**config.mk**
```make
export PLATFORM = sky130hd
export DESIGN_NAME = lo_control_and_cal_trigger
export DESIGN_NICKNAME = d
export VERILOG_FILES = /design/src/verilog/lo_control_and_cal_trigger.v /design/src/verilog/setting_change_detect.v
export VERILOG_INCLUDE_DIRS = /design/src /design/src/verilog
export SDC_FILE = /design/constraint.sdc
export NUM_CORES = 1
export LEC_CHECK = 0
export ABC_CLOCK_PERIOD_IN_PS = 2000
export BUFFER_PORTS_ARGS = -buffer_cell sky130_fd_sc_hd__buf_2
export CAP_MARGIN = 10
export CORE_UTILIZATION = 56
export CTS_CLUSTER_DIAMETER = 120
export DETAILED_ROUTE_END_ITERATION = 7
export PLACE_DENSITY = 0.82
export SLEW_MARGIN = 0
export SYNTH_ARGS = -nofsm -noshare
export SYNTH_HDL_FRONTEND = slang
export SYNTH_SLANG_ARGS = --single-unit
```
**constraint.sdc**
```tcl
create_clock -name clk -period 2 [get_ports clk]
set_input_delay 0.2 -clock clk [delete_from_list [all_inputs] [get_ports clk]]
set_output_delay 0.2 -clock clk [all_outputs]
set_load 0.02 [all_outputs]
```
**src/verilog/lo_control_defines.vh**
```
`ifndef LO_CONTROL_DEFINES_VH
`define LO_CONTROL_DEFINES_VH
// ********************************************
// register offsets
// ********************************************
`define ADDR_W 6
`define OFF_LOCAL_OSC_CONTROL 6'h0D
`define OFF_BAUD_SCALER_LOW 6'h0E
`define OFF_BAUD_SCALER_HIGH 6'h0F
// ********************************************
// field positions of local_osc_control and of the scaler low register
// ********************************************
`define LOC_DELAY_MSB 7
`define LOC_DELAY_LSB 4
`define LOC_SKIP_CAL 3
`define LOC_LOCK_MON 2
`define LOC_LOW_BAND 1
`define LOC_OUT_DIV 0
`define BAUD_MAIN_LOW_MSB 6
// ********************************************
// reset values
// ********************************************
`define RST_LOCAL_OSC_CONTROL 8'h01
`define RST_BAUD_SCALER_LOW 8'h00
`define RST_BAUD_SCALER_HIGH 8'h00
// ********************************************
// timing counts and divider ratios
// ********************************************
`define HANDOVER_UNIT_CYCLES 16'h0001
`define LOCK_WINDOW_CYCLES 16'h0040
`define DIV_RATIO_LOW 3'h2
`define DIV_RATIO_HIGH 3'h4
`endif

```
**src/verilog/lo_control_and_cal_trigger.v**
```verilog
// Contract
// - delay field 7:4 sets sclk handover time
// - delay applies only without separate lines
// - setting changes trigger automatic calibration
// - entering or leaving receive triggers calibration
// - frequency flag A or B change triggers
// - skip bit suppresses all but idle start and forced calibration
// - lock monitor continuous or post-calibration only
// - divider select: 0 divides 2, 1 divides 4
// - timing register holds main scaler bits 6:0
// - in-progress status until result valid
`include "lo_control_defines.vh"
`default_nettype none
module lo_control_and_cal_trigger #(
   parameter HANDOVER_UNIT = `HANDOVER_UNIT_CYCLES,
   parameter LOCK_WINDOW = `LOCK_WINDOW_CYCLES
) (
   input wire clk,
   input wire rst_b,
   input wire reg_wr_en,
   input wire reg_rd_en,
   input wire [`ADDR_W-1:0] reg_addr,
   input wire [7:0] reg_wr_data,
   output reg [7:0] reg_rd_data_ff,
   input wire ninth_edge,
   input wire cmd_is_tx,
   input wire cmd_is_rx,
   input wire cmd_end,
   input wire separate_transmit_lines,
   input wire separate_receive_output,
   output reg sclk_drive_start_ff,
   output reg sclk_drive_en_ff,
   input wire [7:0] freq_word_high_byte,
   input wire doubled_modulator_result,
   input wire fractional_disable,
   input wire mode_is_rx,
   input wire freq_flag_a,
   input wire freq_flag_b,
   input wire synth_start_from_idle,
   input wire force_calibration,
   input wire synth_running,
   input wire cal_done,
   output reg cal_start_ff,
   output wire calibration_in_progress,
   output reg lock_detect_enable_ff,
   output wire low_band_select,
   output wire output_divider_select,
   output reg [2:0] lo_div_ratio_ff,
   output wire [6:0] baud_main_scaler,
   output wire [7:0] baud_scaler_high
);
   // ********************************************
   // helpers
   // ********************************************
   function [2:0] div_ratio;
      input sel;
      begin
         div_ratio = sel ? `DIV_RATIO_HIGH : `DIV_RATIO_LOW;
      end
   endfunction

   function addr_hit;
      input [`ADDR_W-1:0] a;
      input [`ADDR_W-1:0] b;
      begin
         addr_hit = (a == b);
      end
   endfunction

   // ********************************************
   // register file
   // ********************************************
   reg [7:0] local_osc_control_ff;
   reg [6:0] baud_scaler_low_ff;
   reg [7:0] baud_scaler_high_ff;
   reg [7:0] nxt_rd_data;
   localparam [7:0] RST_SCALER_LOW = `RST_BAUD_SCALER_LOW;

   always @(posedge clk or negedge rst_b) begin
      if (!rst_b) begin
         local_osc_control_ff <= `RST_LOCAL_OSC_CONTROL;
         baud_scaler_low_ff <= RST_SCALER_LOW[6:0];
         baud_scaler_high_ff <= `RST_BAUD_SCALER_HIGH;
      end else if (reg_wr_en) begin
         if (addr_hit(reg_addr, `OFF_LOCAL_OSC_CONTROL)) begin
            local_osc_control_ff <= reg_wr_data;
         end else if (addr_hit(reg_addr, `OFF_BAUD_SCALER_LOW)) begin
            baud_scaler_low_ff <= reg_wr_data[`BAUD_MAIN_LOW_MSB:0];
         end else if (addr_hit(reg_addr, `OFF_BAUD_SCALER_HIGH)) begin
            baud_scaler_high_ff <= reg_wr_data;
         end
      end
   end

   // unmapped addresses read zero; top bit of the scaler low register is unused
   always @* begin
      nxt_rd_data = 8'h00;
      if (addr_hit(reg_addr, `OFF_LOCAL_OSC_CONTROL)) begin
         nxt_rd_data = local_osc_control_ff;
      end else if (addr_hit(reg_addr, `OFF_BAUD_SCALER_LOW)) begin
         nxt_rd_data = {1'b0, baud_scaler_low_ff};
      end else if (addr_hit(reg_addr, `OFF_BAUD_SCALER_HIGH)) begin
         nxt_rd_data = baud_scaler_high_ff;
      end
   end

   always @(posedge clk or negedge rst_b) begin
      if (!rst_b) begin
         reg_rd_data_ff <= 8'h00;
      end else if (reg_rd_en) begin
         reg_rd_data_ff <= nxt_rd_data;
      end
   end

   wire [3:0] clock_handover_delay = local_osc_control_ff[`LOC_DELAY_MSB:`LOC_DELAY_LSB];
   wire skip_auto_calibration = local_osc_control_ff[`LOC_SKIP_CAL];
   wire continuous_lock_monitor = local_osc_control_ff[`LOC_LOCK_MON];
   // band choice is the host's job; the bit is passed on as written
   assign low_band_select = local_osc_control_ff[`LOC_LOW_BAND];
   assign output_divider_select = local_osc_control_ff[`LOC_OUT_DIV];
   assign baud_main_scaler = baud_scaler_low_ff;
   assign baud_scaler_high = baud_scaler_high_ff;

   always @(posedge clk or negedge rst_b) begin
      if (!rst_b) begin
         lo_div_ratio_ff <= `DIV_RATIO_HIGH;
      end else begin
         lo_div_ratio_ff <= div_ratio(output_divider_select);
      end
   end

   // ********************************************
   // serial clock handover
   // ********************************************
   reg hand_busy_ff;
   reg [19:0] hand_cnt_ff;
   wire hand_applies = (cmd_is_tx & ~separate_transmit_lines) |
                       (cmd_is_rx & ~separate_receive_output);
   wire [19:0] hand_load = clock_handover_delay * HANDOVER_UNIT[15:0];

   always @(posedge clk or negedge rst_b) begin
      if (!rst_b) begin
         hand_busy_ff <= 1'b0;
         hand_cnt_ff <= 20'h0_0000;
         sclk_drive_start_ff <= 1'b0;
         sclk_drive_en_ff <= 1'b0;
      end else begin
         sclk_drive_start_ff <= 1'b0;
         if (cmd_end) begin
            sclk_drive_en_ff <= 1'b0;
         end
         // a new ninth edge wins over an end in the same cycle
         if (ninth_edge && hand_applies) begin
            hand_busy_ff <= 1'b1;
            hand_cnt_ff <= hand_load;
         end else if (cmd_end) begin
            hand_busy_ff <= 1'b0;
         end else if (hand_busy_ff) begin
            if (hand_cnt_ff == 20'h0_0000) begin
               hand_busy_ff <= 1'b0;
               sclk_drive_start_ff <= 1'b1;
               sclk_drive_en_ff <= 1'b1;
            end else begin
               hand_cnt_ff <= hand_cnt_ff - 20'h0_0001;
            end
         end
      end
   end

   // ********************************************
   // calibration triggers
   // ********************************************
   wire setting_changed;
   wire mode_changed;
   wire flag_changed;

   setting_change_detect #(.W(12)) u_setting_change (
      .clk(clk),
      .rst_b(rst_b),
      .cur({freq_word_high_byte, low_band_select, output_divider_select,
            doubled_modulator_result, fractional_disable}),
      .changed(setting_changed)
   );

   setting_change_detect #(.W(1)) u_mode_change (
      .clk(clk),
      .rst_b(rst_b),
      .cur(mode_is_rx),
      .changed(mode_changed)
   );

   setting_change_detect #(.W(2)) u_flag_change (
      .clk(clk),
      .rst_b(rst_b),
      .cur({freq_flag_a, freq_flag_b}),
      .changed(flag_changed)
   );

   // skip only masks the change triggers; idle start and forced runs always go
   wire auto_trig = (setting_changed | mode_changed | flag_changed) & ~skip_auto_calibration;
   wire cal_trig = auto_trig | synth_start_from_idle | force_calibration;

   // ********************************************
   // calibration sequencer
   // ********************************************
   localparam [1:0] ST_IDLE = 2'b01;
   localparam [1:0] ST_RUN = 2'b10;
   reg [1:0] state_ff;
   reg [1:0] nxt_state;
   reg pending_ff;
   reg nxt_pending;
   reg nxt_cal_start;

   // a trigger during a run is kept and starts a new run once the current one is done, so no change is missed
   always @* begin
      nxt_state = state_ff;
      nxt_pending = pending_ff;
      nxt_cal_start = 1'b0;
      case (state_ff)
         ST_IDLE: begin
            if (cal_trig || pending_ff) begin
               nxt_state = ST_RUN;
               nxt_pending = 1'b0;
               nxt_cal_start = 1'b1;
            end
         end
         ST_RUN: begin
            if (cal_trig) begin
               nxt_pending = 1'b1;
            end
            if (cal_done) begin
               nxt_state = ST_IDLE;
            end
         end
         default: begin
            nxt_state = ST_IDLE;
            nxt_pending = 1'b0;
         end
      endcase
   end

   always @(posedge clk or negedge rst_b) begin
      if (!rst_b) begin
         state_ff <= ST_IDLE;
         pending_ff <= 1'b0;
         cal_start_ff <= 1'b0;
      end else begin
         state_ff <= nxt_state;
         pending_ff <= nxt_pending;
         cal_start_ff <= nxt_cal_start;
      end
   end

   // request in flight counts as running; result valid only once this drops
   assign calibration_in_progress = state_ff[1] | pending_ff | cal_trig;

   // ********************************************
   // lock detector gating
   // ********************************************
   reg [15:0] lock_cnt_ff;

   always @(posedge clk or negedge rst_b) begin
      if (!rst_b) begin
         lock_cnt_ff <= 16'h0000;
         lock_detect_enable_ff <= 1'b0;
      end else begin
         if (cal_done) begin
            lock_cnt_ff <= LOCK_WINDOW[15:0];
         end else if (lock_cnt_ff != 16'h0000) begin
            lock_cnt_ff <= lock_cnt_ff - 16'h0001;
         end
         lock_detect_enable_ff <= continuous_lock_monitor ? synth_running :
                                  (cal_done | (lock_cnt_ff != 16'h0000));
      end
   end
endmodule // lo_control_and_cal_trigger
`default_nettype wire

```
**src/verilog/setting_change_detect.v**
```verilog
`default_nettype none
// compares each setting with its value one cycle earlier
module setting_change_detect #(
   parameter W = 8
) (
   input wire clk,
   input wire rst_b,
   input wire [W-1:0] cur,
   output wire changed
);
   reg [W-1:0] prev_ff;
   reg armed_ff;

   // first cycle after reset has no history, so it never reports a change
   always @(posedge clk or negedge rst_b) begin
      if (!rst_b) begin
         prev_ff <= {W{1'b0}};
         armed_ff <= 1'b0;
      end else begin
         prev_ff <= cur;
         armed_ff <= 1'b1;
      end
   end

   assign changed = armed_ff & (|(cur ^ prev_ff));
endmodule // setting_change_detect
`default_nettype wire

```
======== Word level (Yosys, flattened, before mapping) ========
Index checks and enable logic that the tools add are counted.
operators by class
  add/subtract/negate cells ............... 2
  eq/ne operators ......................... 10
  multiplexer cells ....................... 32
  bitwise logic cells ..................... 22
  reductions and logical operators ........ 14
operators with widths
  kind                                                  number
  2-to-1 mux 20 bit                                     4
  2-to-1 mux 16 bit                                     2
  2-to-1 mux 8 bit                                      3
  zero test 20 bit                                      1
  subtractor 20 x 1 -> 20 bit (second input constant)   1
  equality test 6 x 4 -> 1 bit (second input constant)  3
  2-to-1 mux 1 bit                                      18
  nonzero test 16 bit                                   1
  subtractor 16 x 1 -> 16 bit (second input constant)   1
  OR reduction 12 bit                                   1
  bitwise XOR 12 bit                                    1
  inequality test 2 bit (second input constant)         4
  bitwise OR 1 bit                                      8
  bitwise AND 1 bit                                     6
  AND reduction 2 bit                                   3
  AND reduction 3 bit                                   2
  inverter 1 bit                                        5
  2-to-1 mux 2 bit                                      2
  one-hot mux 2 bit (2 select lines)                    1
  AND reduction 4 bit                                   1
  nonzero test 2 bit                                    2
  2-to-1 mux 3 bit                                      1
  equality test 2 x 1 -> 1 bit (second input constant)  1
  equality test 2 bit (second input constant)           1
  7 further kinds                                       7
storage, ports and cells
  register bits after elaboration ......... 94
  input bits .............................. 41
  logic and storage cells ................. 98

======== Depth between registers and ports, before layout ========
Gate-level depths: netlist (run 1).
  depth after elaboration ................. 11
  mapped depth ............................ 7
  mapped depth without buffers ............ 7

======== Cells and area by module ========
From an unflattened synthesis (run 1), not the netlist that was laid out.
unflattened totals
  cell total of the unflattened synthesis .. 391
  area total of the unflattened synthesis .. 4334.2 um^2
modules (own cells, without submodules)
  module                                     times used  cells each  area each (um^2)
  lo_control_and_cal_trigger                 1           349         3699.8
  setting_change_detect at u_setting_change  1           30          461.7
  setting_change_detect at u_flag_change     1           7           103.8
  setting_change_detect at u_mode_change     1           5           68.8

======== Worst setup path after synthesis (run 1) ========
No wires, ideal clock.
  kind .................................... reg-to-output
  from .................................... register local_osc_control_ff[0]
  to ...................................... output calibration_in_progress
  arrival ................................. 1.772 ns
  data required time ...................... 1.800 ns
  setup slack ............................. 0.028 ns
  stages on the path, launching flop included .. 6
  buffers on the path ..................... 0
  path through ............................ dfstp_2 > xor2_1 > nor4_1 > nand4_1 > a2111oi_4 > nand2b_1
between the ends
  cells in the longest elaborated chain, start to end .. 9
RTL lines
  element                        RTL line                          text
  start, declared                lo_control_and_cal_trigger.v:73   reg [7:0] local_osc_control_ff;
  start signal, assigned         lo_control_and_cal_trigger.v:81   local_osc_control_ff <= `RST_LOCAL_OSC_CONTROL;
  start signal, assigned         lo_control_and_cal_trigger.v:86   local_osc_control_ff <= reg_wr_data;
  bitwise XOR 12 bit             setting_change_detect.v:25        assign changed = armed_ff & (|(cur ^ prev_ff));
  OR reduction 12 bit            setting_change_detect.v:25
  bitwise AND 1 bit              setting_change_detect.v:25
  bitwise OR 1 bit (2 in a row)  lo_control_and_cal_trigger.v:200  wire auto_trig = (setting_changed | mode_changed | flag_changed) & ~skip_auto_calibration;
  bitwise AND 1 bit              lo_control_and_cal_trigger.v:200
  bitwise OR 1 bit (2 in a row)  lo_control_and_cal_trigger.v:201  wire cal_trig = auto_trig | synth_start_from_idle | force_calibration;
  bitwise OR 1 bit               lo_control_and_cal_trigger.v:255  assign calibration_in_progress = state_ff[1] | pending_ff | cal_trig;
  end, declared                  lo_control_and_cal_trigger.v:44   output wire calibration_in_progress,
No other way between the ends.

======== Final worst setup path (run 1) ========
  from .................................... register u_mode_change.prev_ff
  to ...................................... output calibration_in_progress
between the ends
  cells in the longest elaborated chain, start to end .. 8
RTL lines
  element                        RTL line                          text
  start, declared                setting_change_detect.v:11        reg [W-1:0] prev_ff;
  start signal, assigned         setting_change_detect.v:17        prev_ff <= {W{1'b0}};
  start signal, assigned         setting_change_detect.v:20        prev_ff <= cur;
  bitwise XOR 1 bit              setting_change_detect.v:25
  bitwise AND 1 bit              setting_change_detect.v:25
  bitwise OR 1 bit (2 in a row)  lo_control_and_cal_trigger.v:200
  bitwise AND 1 bit              lo_control_and_cal_trigger.v:200
  bitwise OR 1 bit (2 in a row)  lo_control_and_cal_trigger.v:201
  bitwise OR 1 bit               lo_control_and_cal_trigger.v:255
No other way between the ends.

==> impl_metrics.env, run 1 <==
export IMPL_status="complete, but fails checks"
export IMPL_violations="negative setup slack"
export IMPL_p_total_uw=6430
export IMPL_critPathKind="reg2out"
export IMPL_die_w_um=89.7
export IMPL_post_dp_hpwl_um=6330
export IMPL_maxCapViolCount=0
export IMPL_cpMaxStageDelayCell="dfrtp_1"
export IMPL_rows=31
export IMPL_clk_latency_ps=360
export IMPL_routed_wirelength_um=9190
export IMPL_fmax_mhz=449
export IMPL_required_ps=1800
export IMPL_hold_path_class="in2reg"
export IMPL_core_area_mm2=0.00733
export IMPL_switching_share_pct=34.5
export IMPL_htreeDepth=3
export IMPL_end_kind="primary output"
export IMPL_worstMarginPinSlew_ps=739
export IMPL_rsz0062_at_grt="yes"
export IMPL_drc_errors=0
export IMPL_clkTransAtPathRegs_ps=80
export IMPL_path_buf_inv=1
export IMPL_synth_common_cells="90 x dfrtp_1, 33 x nor2_1, 25 x mux2_2"
export IMPL_start_util_pct=58.7
export IMPL_p_sw_uw=2220
export IMPL_vdd_drop_max_v=0.000580
export IMPL_seqPwrFrac_pct=40.3
export IMPL_yosysUniqueCellTypes=59
export IMPL_num_vias=3261
export IMPL_critPathLaunch="u_mode_change.prev_ff$_DFF_PN0_"
export IMPL_clockPowerShare_pct=23.2
export IMPL_final_util_pct=72.8
export IMPL_die_area_mm2=0.00805
export IMPL_slew_headroom_pct=50.7
export IMPL_routedWlPerCell_um=15.5
export IMPL_yosysWarningCount=0
export IMPL_power_frac_comb_pct=36.5
export IMPL_diodes=0
export IMPL_cts_tree="built"
export IMPL_dr_pass1_iters=4
export IMPL_hold_viol=0
export IMPL_setup_viol=1
export IMPL_grt_pass1_wl_um=14800
export IMPL_timing_rr_start="hand_cnt_ff[7]$_DFFE_PN0P_"
export IMPL_ys_seq_area_share_pct=54.1
export IMPL_cts_sink_count=93
export IMPL_syn_cell_area_mm2=0.00431
export IMPL_leakagePower_uw=0.00254
export IMPL_internal_power_uw=4210
export IMPL_area_growth_pct=23.9
export IMPL_place_ws_ps=35.3
export IMPL_synthFlopType="dfrtp_1"
export IMPL_ys_ff_latch=93
export IMPL_dp_cells=559
export IMPL_synthTopCellsByArea="dfrtp_1 52%, mux2_2 6.5%, xor2_1 4.5%"
export IMPL_crit_family="simple AND/OR/NAND/NOR gates"
export IMPL_viasPerCell=5.51
export IMPL_synth_edf_count=0
export IMPL_yosysMostFrequentCell="dfrtp_1"
export IMPL_crit_path_start_kind="register"
export IMPL_gp_congestion=0.821
export IMPL_drv_slew=0
export IMPL_die_h_um=89.7
export IMPL_hp_start="synth_running"
export IMPL_grt_max_degree=43
export IMPL_async_flop_share_pct=100
export IMPL_power_density_mw_per_mm2=1210
export IMPL_syn_nets=426
export IMPL_antenna_found_initial=0
export IMPL_clk_path_buf_depth=2
export IMPL_synth_cells=383
export IMPL_arrival_ps=2030
export IMPL_yosys_area_top_type="dfrtp_1"
export IMPL_crit_fanout=2
export IMPL_cpPeakStageDelay_ps=380
export IMPL_setup_ws_ps=-225
export IMPL_worstPathCellList="xor2_1 > nor4_2 > nand4_1 > a2111oi_4 > nand2b_1 > buf_6"
export IMPL_first_global_vias=3153
export IMPL_clock_skew_ps=7.39
export IMPL_drt_initial_drc_count=147
export IMPL_hold_slack_ps=76.0
export IMPL_grtUsageTotal_pct=24.7
export IMPL_yosysTopAreaCellShare_pct=52.3
export IMPL_period_minus_slack_ps=2230
export IMPL_stdcell_count=592
export IMPL_avgSynthCellArea_um2=11.2
export IMPL_fin_crit_sh_pct=111
export IMPL_layout_drive_gt1_share_pct=31.4
export IMPL_ios=74
export IMPL_antenna_left=0
export IMPL_io_buffers=72
export IMPL_final_nets=531
export IMPL_numCtsBuffers=9
export IMPL_clockRootBuffer="clkbuf_8"
export IMPL_grt_ovfl_total=0
==> power groups by stage <==
stage / combinational, uW / clock [uW] / sequential (uW)
finish: 2350 / 1490 / 2590
global route: 2590 / 1600 / 2640
CTS: 2160 / 1520 / 2570
detailed placement: 2100 / 0 / 2600
global placement: 2030 / 0 / 2580
floorplan: 1410 / 0 / 2630
==> logic make-up after synthesis <==
group	after synthesis	share of synthesized area [%]
mux	26	6.77
fa+ha+maj	2	0.581
other cells	2	0.174
xor+xnor	31	6.30
simple gates	130	18.3
buf+inv	29	2.67
compound gates	70	11.1
flops	93	54.1
==> state kept, by name (all words and copies together), names as in the netlist, 2 cells and up <==
register,flops
baud_main_scaler,7
baud_scaler_high,8
hand_cnt_ff,20
lo_div_ratio_ff,2
local_osc_control_ff,8
lock_cnt_ff,16
reg_rd_data_ff,8
state_ff,2
u_flag_change.prev_ff,2
u_setting_change.prev_ff,12
==> per-stage QoR <==
| stage | area [um^2] | TNS [ps] |
|---|---|---|
| after floorplan | 4310 | 0 |
| after global placement | 4880 | 0 |
| after detailed placement | 4880 | 0 |
| after CTS | 5280 | -254 |
| after global routing | 5330 | -384 |
| final | 5330 | -225 |
==> worst reg2reg max path: cells and delay by family, from the launching register on <==
family	cells	cell delay, ps
AND/OR/NAND/NOR	4	1210
XOR/XNOR	1	160
flip-flops	1	420
==> layout by cell type, fill, tap and decap left out, types with 4 or more instances in the layout <==
cell type and n:
nand2_1 12, mux2_2 25, a21oi_1 16, inv_1 18, nor3_1 8, nand2b_1 15, or3_1 6, o21ai_1 5
clkbuf_8 10, dlygate4sd3_1 14, o21ai_0 14, nor4_1 5, nand3_1 7, or2_1 4, o211ai_1 10, xnor2_1 9
nor2b_1 5, buf_2 70, nor2_1 32, dfrtp_1 88, buf_4 19, xor2_1 22, a22o_1 7
==> metal layers <==
layer	vias up	part of all wire [%]	GRT usage (%)
met5	-	0	0
met2	82	50	39.6
li1	1568	-	-
met1	1595	45	32.8
met4	0	1.9	9.96
met3	16	3.5	5.48
==> worst paths after layout <==
path	cells after the start	slack, ps	to
max	6	-230	calibration_in_progress
min	3	80	lock_detect_enable_ff$_DFF_PN0_
max reg2reg	5	70	hand_cnt_ff[18]$_DFFE_PN0P_
min reg2reg	1	480	sclk_drive_en_ff$_DFF_PN0_
max in group asynchronous	3	1010	lo_div_ratio_ff[2]$_DFF_PN1_
min in group asynchronous	2	350	u_setting_change.prev_ff[4]$_DFF_PN0_
==> area by class of cell <==
cell class                      count  area [um^2]
Sequential cell                    93         2330
Fill cell                         522         2000
Multi-Input combinational cell    261         1900
Timing Repair Buffer              105          664
Clock buffer                       12          145
Tap cell                           99          124
Clock inverter                      4         95.1
Inverter                           18         67.6
==> what timing repair did <==
item	4_1_cts	5_1_grt
endpoints found under the hold margin	47	0
resized for setup	4	9
setup endpoints to repair	2	18
pin swaps	6	9
setup buffers	0	3
hold buffers	14	0
gates cloned	0	0
Note: power is estimated with default switching activity, not from simulation.
==> run 2, diff against run 1 <==
- MAX_ROUTING_LAYER: default -> met4
==> run 2 against run 1 <==
  * Hold slack better by 2.4 ps
  * Largest cell class unchanged
  * Non-clock buffer count did not move
  * Highest routed layer unchanged
  * The flow still finishes with violations (negative setup slack)
  * Sequential power is essentially flat
==> impl_metrics.env, run 2 (same netlist as run 1, synthesis figures left out) <==
export IMPL_die_area_mm2=0.00805
export IMPL_clk_latency_ps=360
export IMPL_final_nets=531
export IMPL_drt_initial_drc_count=150
export IMPL_num_vias=3257
export IMPL_routed_wirelength_um=9140
export IMPL_first_global_vias=3162
export IMPL_setup_ws_ps=-223
export IMPL_dr_pass1_iters=4
export IMPL_antenna_found_initial=0
export IMPL_die_h_um=89.7
export IMPL_place_ws_ps=35.3
export IMPL_core_area_mm2=0.00733
export IMPL_die_w_um=89.7
export IMPL_grt_busiest_layer="met2"
export IMPL_dp_cells=559
export IMPL_final_cell_mix="88 x dfrtp_1, 70 x buf_2, 32 x nor2_1"
export IMPL_crit_path_start_kind="register"
export IMPL_grt_ovfl_total=0
export IMPL_power_density_mw_per_mm2=1200
export IMPL_crit_family="simple AND/OR/NAND/NOR gates"
export IMPL_regMostFlops="hand_cnt_ff"
export IMPL_setup_viol=1
export IMPL_worstMarginPinSlew_ps=720
export IMPL_maxCapViolCount=0
export IMPL_antenna_left=0
export IMPL_routedWlPerCell_um=15.4
export IMPL_path_buf_inv=1
export IMPL_status="complete, but fails checks"
export IMPL_leakagePower_uw=0.00254
export IMPL_stdcell_count=592
export IMPL_clock_skew_ps=9.25
export IMPL_numCtsBuffers=9
export IMPL_rsz0062_at_grt="yes"
export IMPL_final_util_pct=72.8
export IMPL_layout_drive_gt1_share_pct=31.4
export IMPL_cpMaxStageDelayCell="dfrtp_1"
export IMPL_post_dp_hpwl_um=6330
export IMPL_largest_reg_flops=20
export IMPL_area_growth_pct=23.9
export IMPL_period_minus_slack_ps=2220
export IMPL_hold_viol=0
export IMPL_top_regs="hand_cnt_ff: 20 flops, lock_cnt_ff: 16 flops, u_setting_change.prev_ff: 12 flops"
export IMPL_slew_headroom_pct=52.0
export IMPL_clkTransAtPathRegs_ps=80
export IMPL_cts_tree="built"
export IMPL_drc_errors=0
export IMPL_use_met2_pct=39.7
export IMPL_vdd_drop_max_v=0.000581
export IMPL_grt_pass1_wl_um=14800
export IMPL_post_route_cell_area_mm2=0.00533
export IMPL_critPathKind="reg2out"
export IMPL_worstPathCellList="xor2_1 > nor4_2 > nand4_1 > a2111oi_4 > nand2b_1 > buf_6"
export IMPL_fmax_mhz=450
export IMPL_htreeDepth=3
export IMPL_clk_path_buf_depth=2
export IMPL_crit_fanout=2
export IMPL_viasPerCell=5.50
export IMPL_final_setup_tns_ps=-223
export IMPL_clockRootBuffer="clkbuf_8"
export IMPL_hold_path_class="in2reg"
export IMPL_required_ps=1800
export IMPL_start_util_pct=58.7
export IMPL_grtUsageTotal_pct=25.5
export IMPL_grt_max_degree=43
export IMPL_layout_commonest_cell="dfrtp_1"
export IMPL_cpPeakStageDelay_ps=380
export IMPL_fin_crit_sh_pct=111
export IMPL_place_area_mm2=0.00488
export IMPL_ios=74
export IMPL_arrival_ps=2020
export IMPL_grt_use_met1_pct=32.7
export IMPL_drv_slew=0
export IMPL_rows=31
export IMPL_cts_sink_count=93
export IMPL_gp_congestion=0.833
export IMPL_violations="negative setup slack"
export IMPL_io_buffers=72
export IMPL_diodes=0
export IMPL_end_kind="primary output"
export IMPL_use_met3_pct=5.48
## run 2: cell counts in the layout (fill, tap and decap cells not counted)
No cell type changed its count.
## run 2: cell type report
| cell class | instances | area [um^2] |
|---|---|---|
| flip-flops and latches | 93 | 2330 |
| clock buffers | 12 | 145 |
| well taps | 99 | 124 |
| fillers | 522 | 2000 |
| inverters | 18 | 67.6 |
| repair buffers | 105 | 664 |
| multi-input cells | 261 | 1900 |
| clock inverters | 4 | 95.1 |
## run 2: worst paths after layout
check                      slack (ps)  cells past startpoint                                     to                            start
max reg2reg                        60                      5            hand_cnt_ff[18]$_DFFE_PN0P_       hand_cnt_ff[7]$_DFFE_PN0P_
min                                80                      3        lock_detect_enable_ff$_DFF_PN0_                    synth_running
min reg2reg                       480                      1             sclk_drive_en_ff$_DFF_PN0_       sclk_drive_en_ff$_DFF_PN0_
min in group asynchronous         350                      2  u_setting_change.prev_ff[4]$_DFF_PN0_                            rst_b
max in group asynchronous        1010                      3           lo_div_ratio_ff[2]$_DFF_PN1_                            rst_b
max                              -220                      6                calibration_in_progress  u_mode_change.prev_ff$_DFF_PN0_
## run 2: what timing repair did
action / 4_1_cts / 5_1_grt
gates cloned: 0 / 0
gates resized for setup: 4 / 9
buffers inserted: 0 / 3
hold buffers: 14 / 0
pin swaps: 6 / 9
endpoints found under the hold margin: 47 / 0
setup endpoints to repair: 2 / 18
## run 2: layer usage
metal / vias up / share of wire [%]
met5: - / 0
met4: 0 / 1.8
met3: 14 / 3.5
met1: 1605 / 45
met2: 76 / 50
li1: 1562 / -
## run 2: worst min-delay path, cell delays in order
cell,delay [ps]
buf_2,100
inv_1,40
a21oi_1,50
## run 2: where the power goes
part,internal [uW],switching (uW),leakage [uW]
logic,1110,1240,0.00121
clock network,864,621,0.000121
registers,2240,354,0.00120
## run 2: through the flow
step | power, uW | hold WS (ps)
2_1_floorplan | 4040 | -95.6
3_3_place_gp | 4610 | 190
3_5_place_dp | 4700 | 202
4_1_cts | 6240 | 66.6
5_1_grt | 6840 | 77.5
6_report | 6420 | 78.4
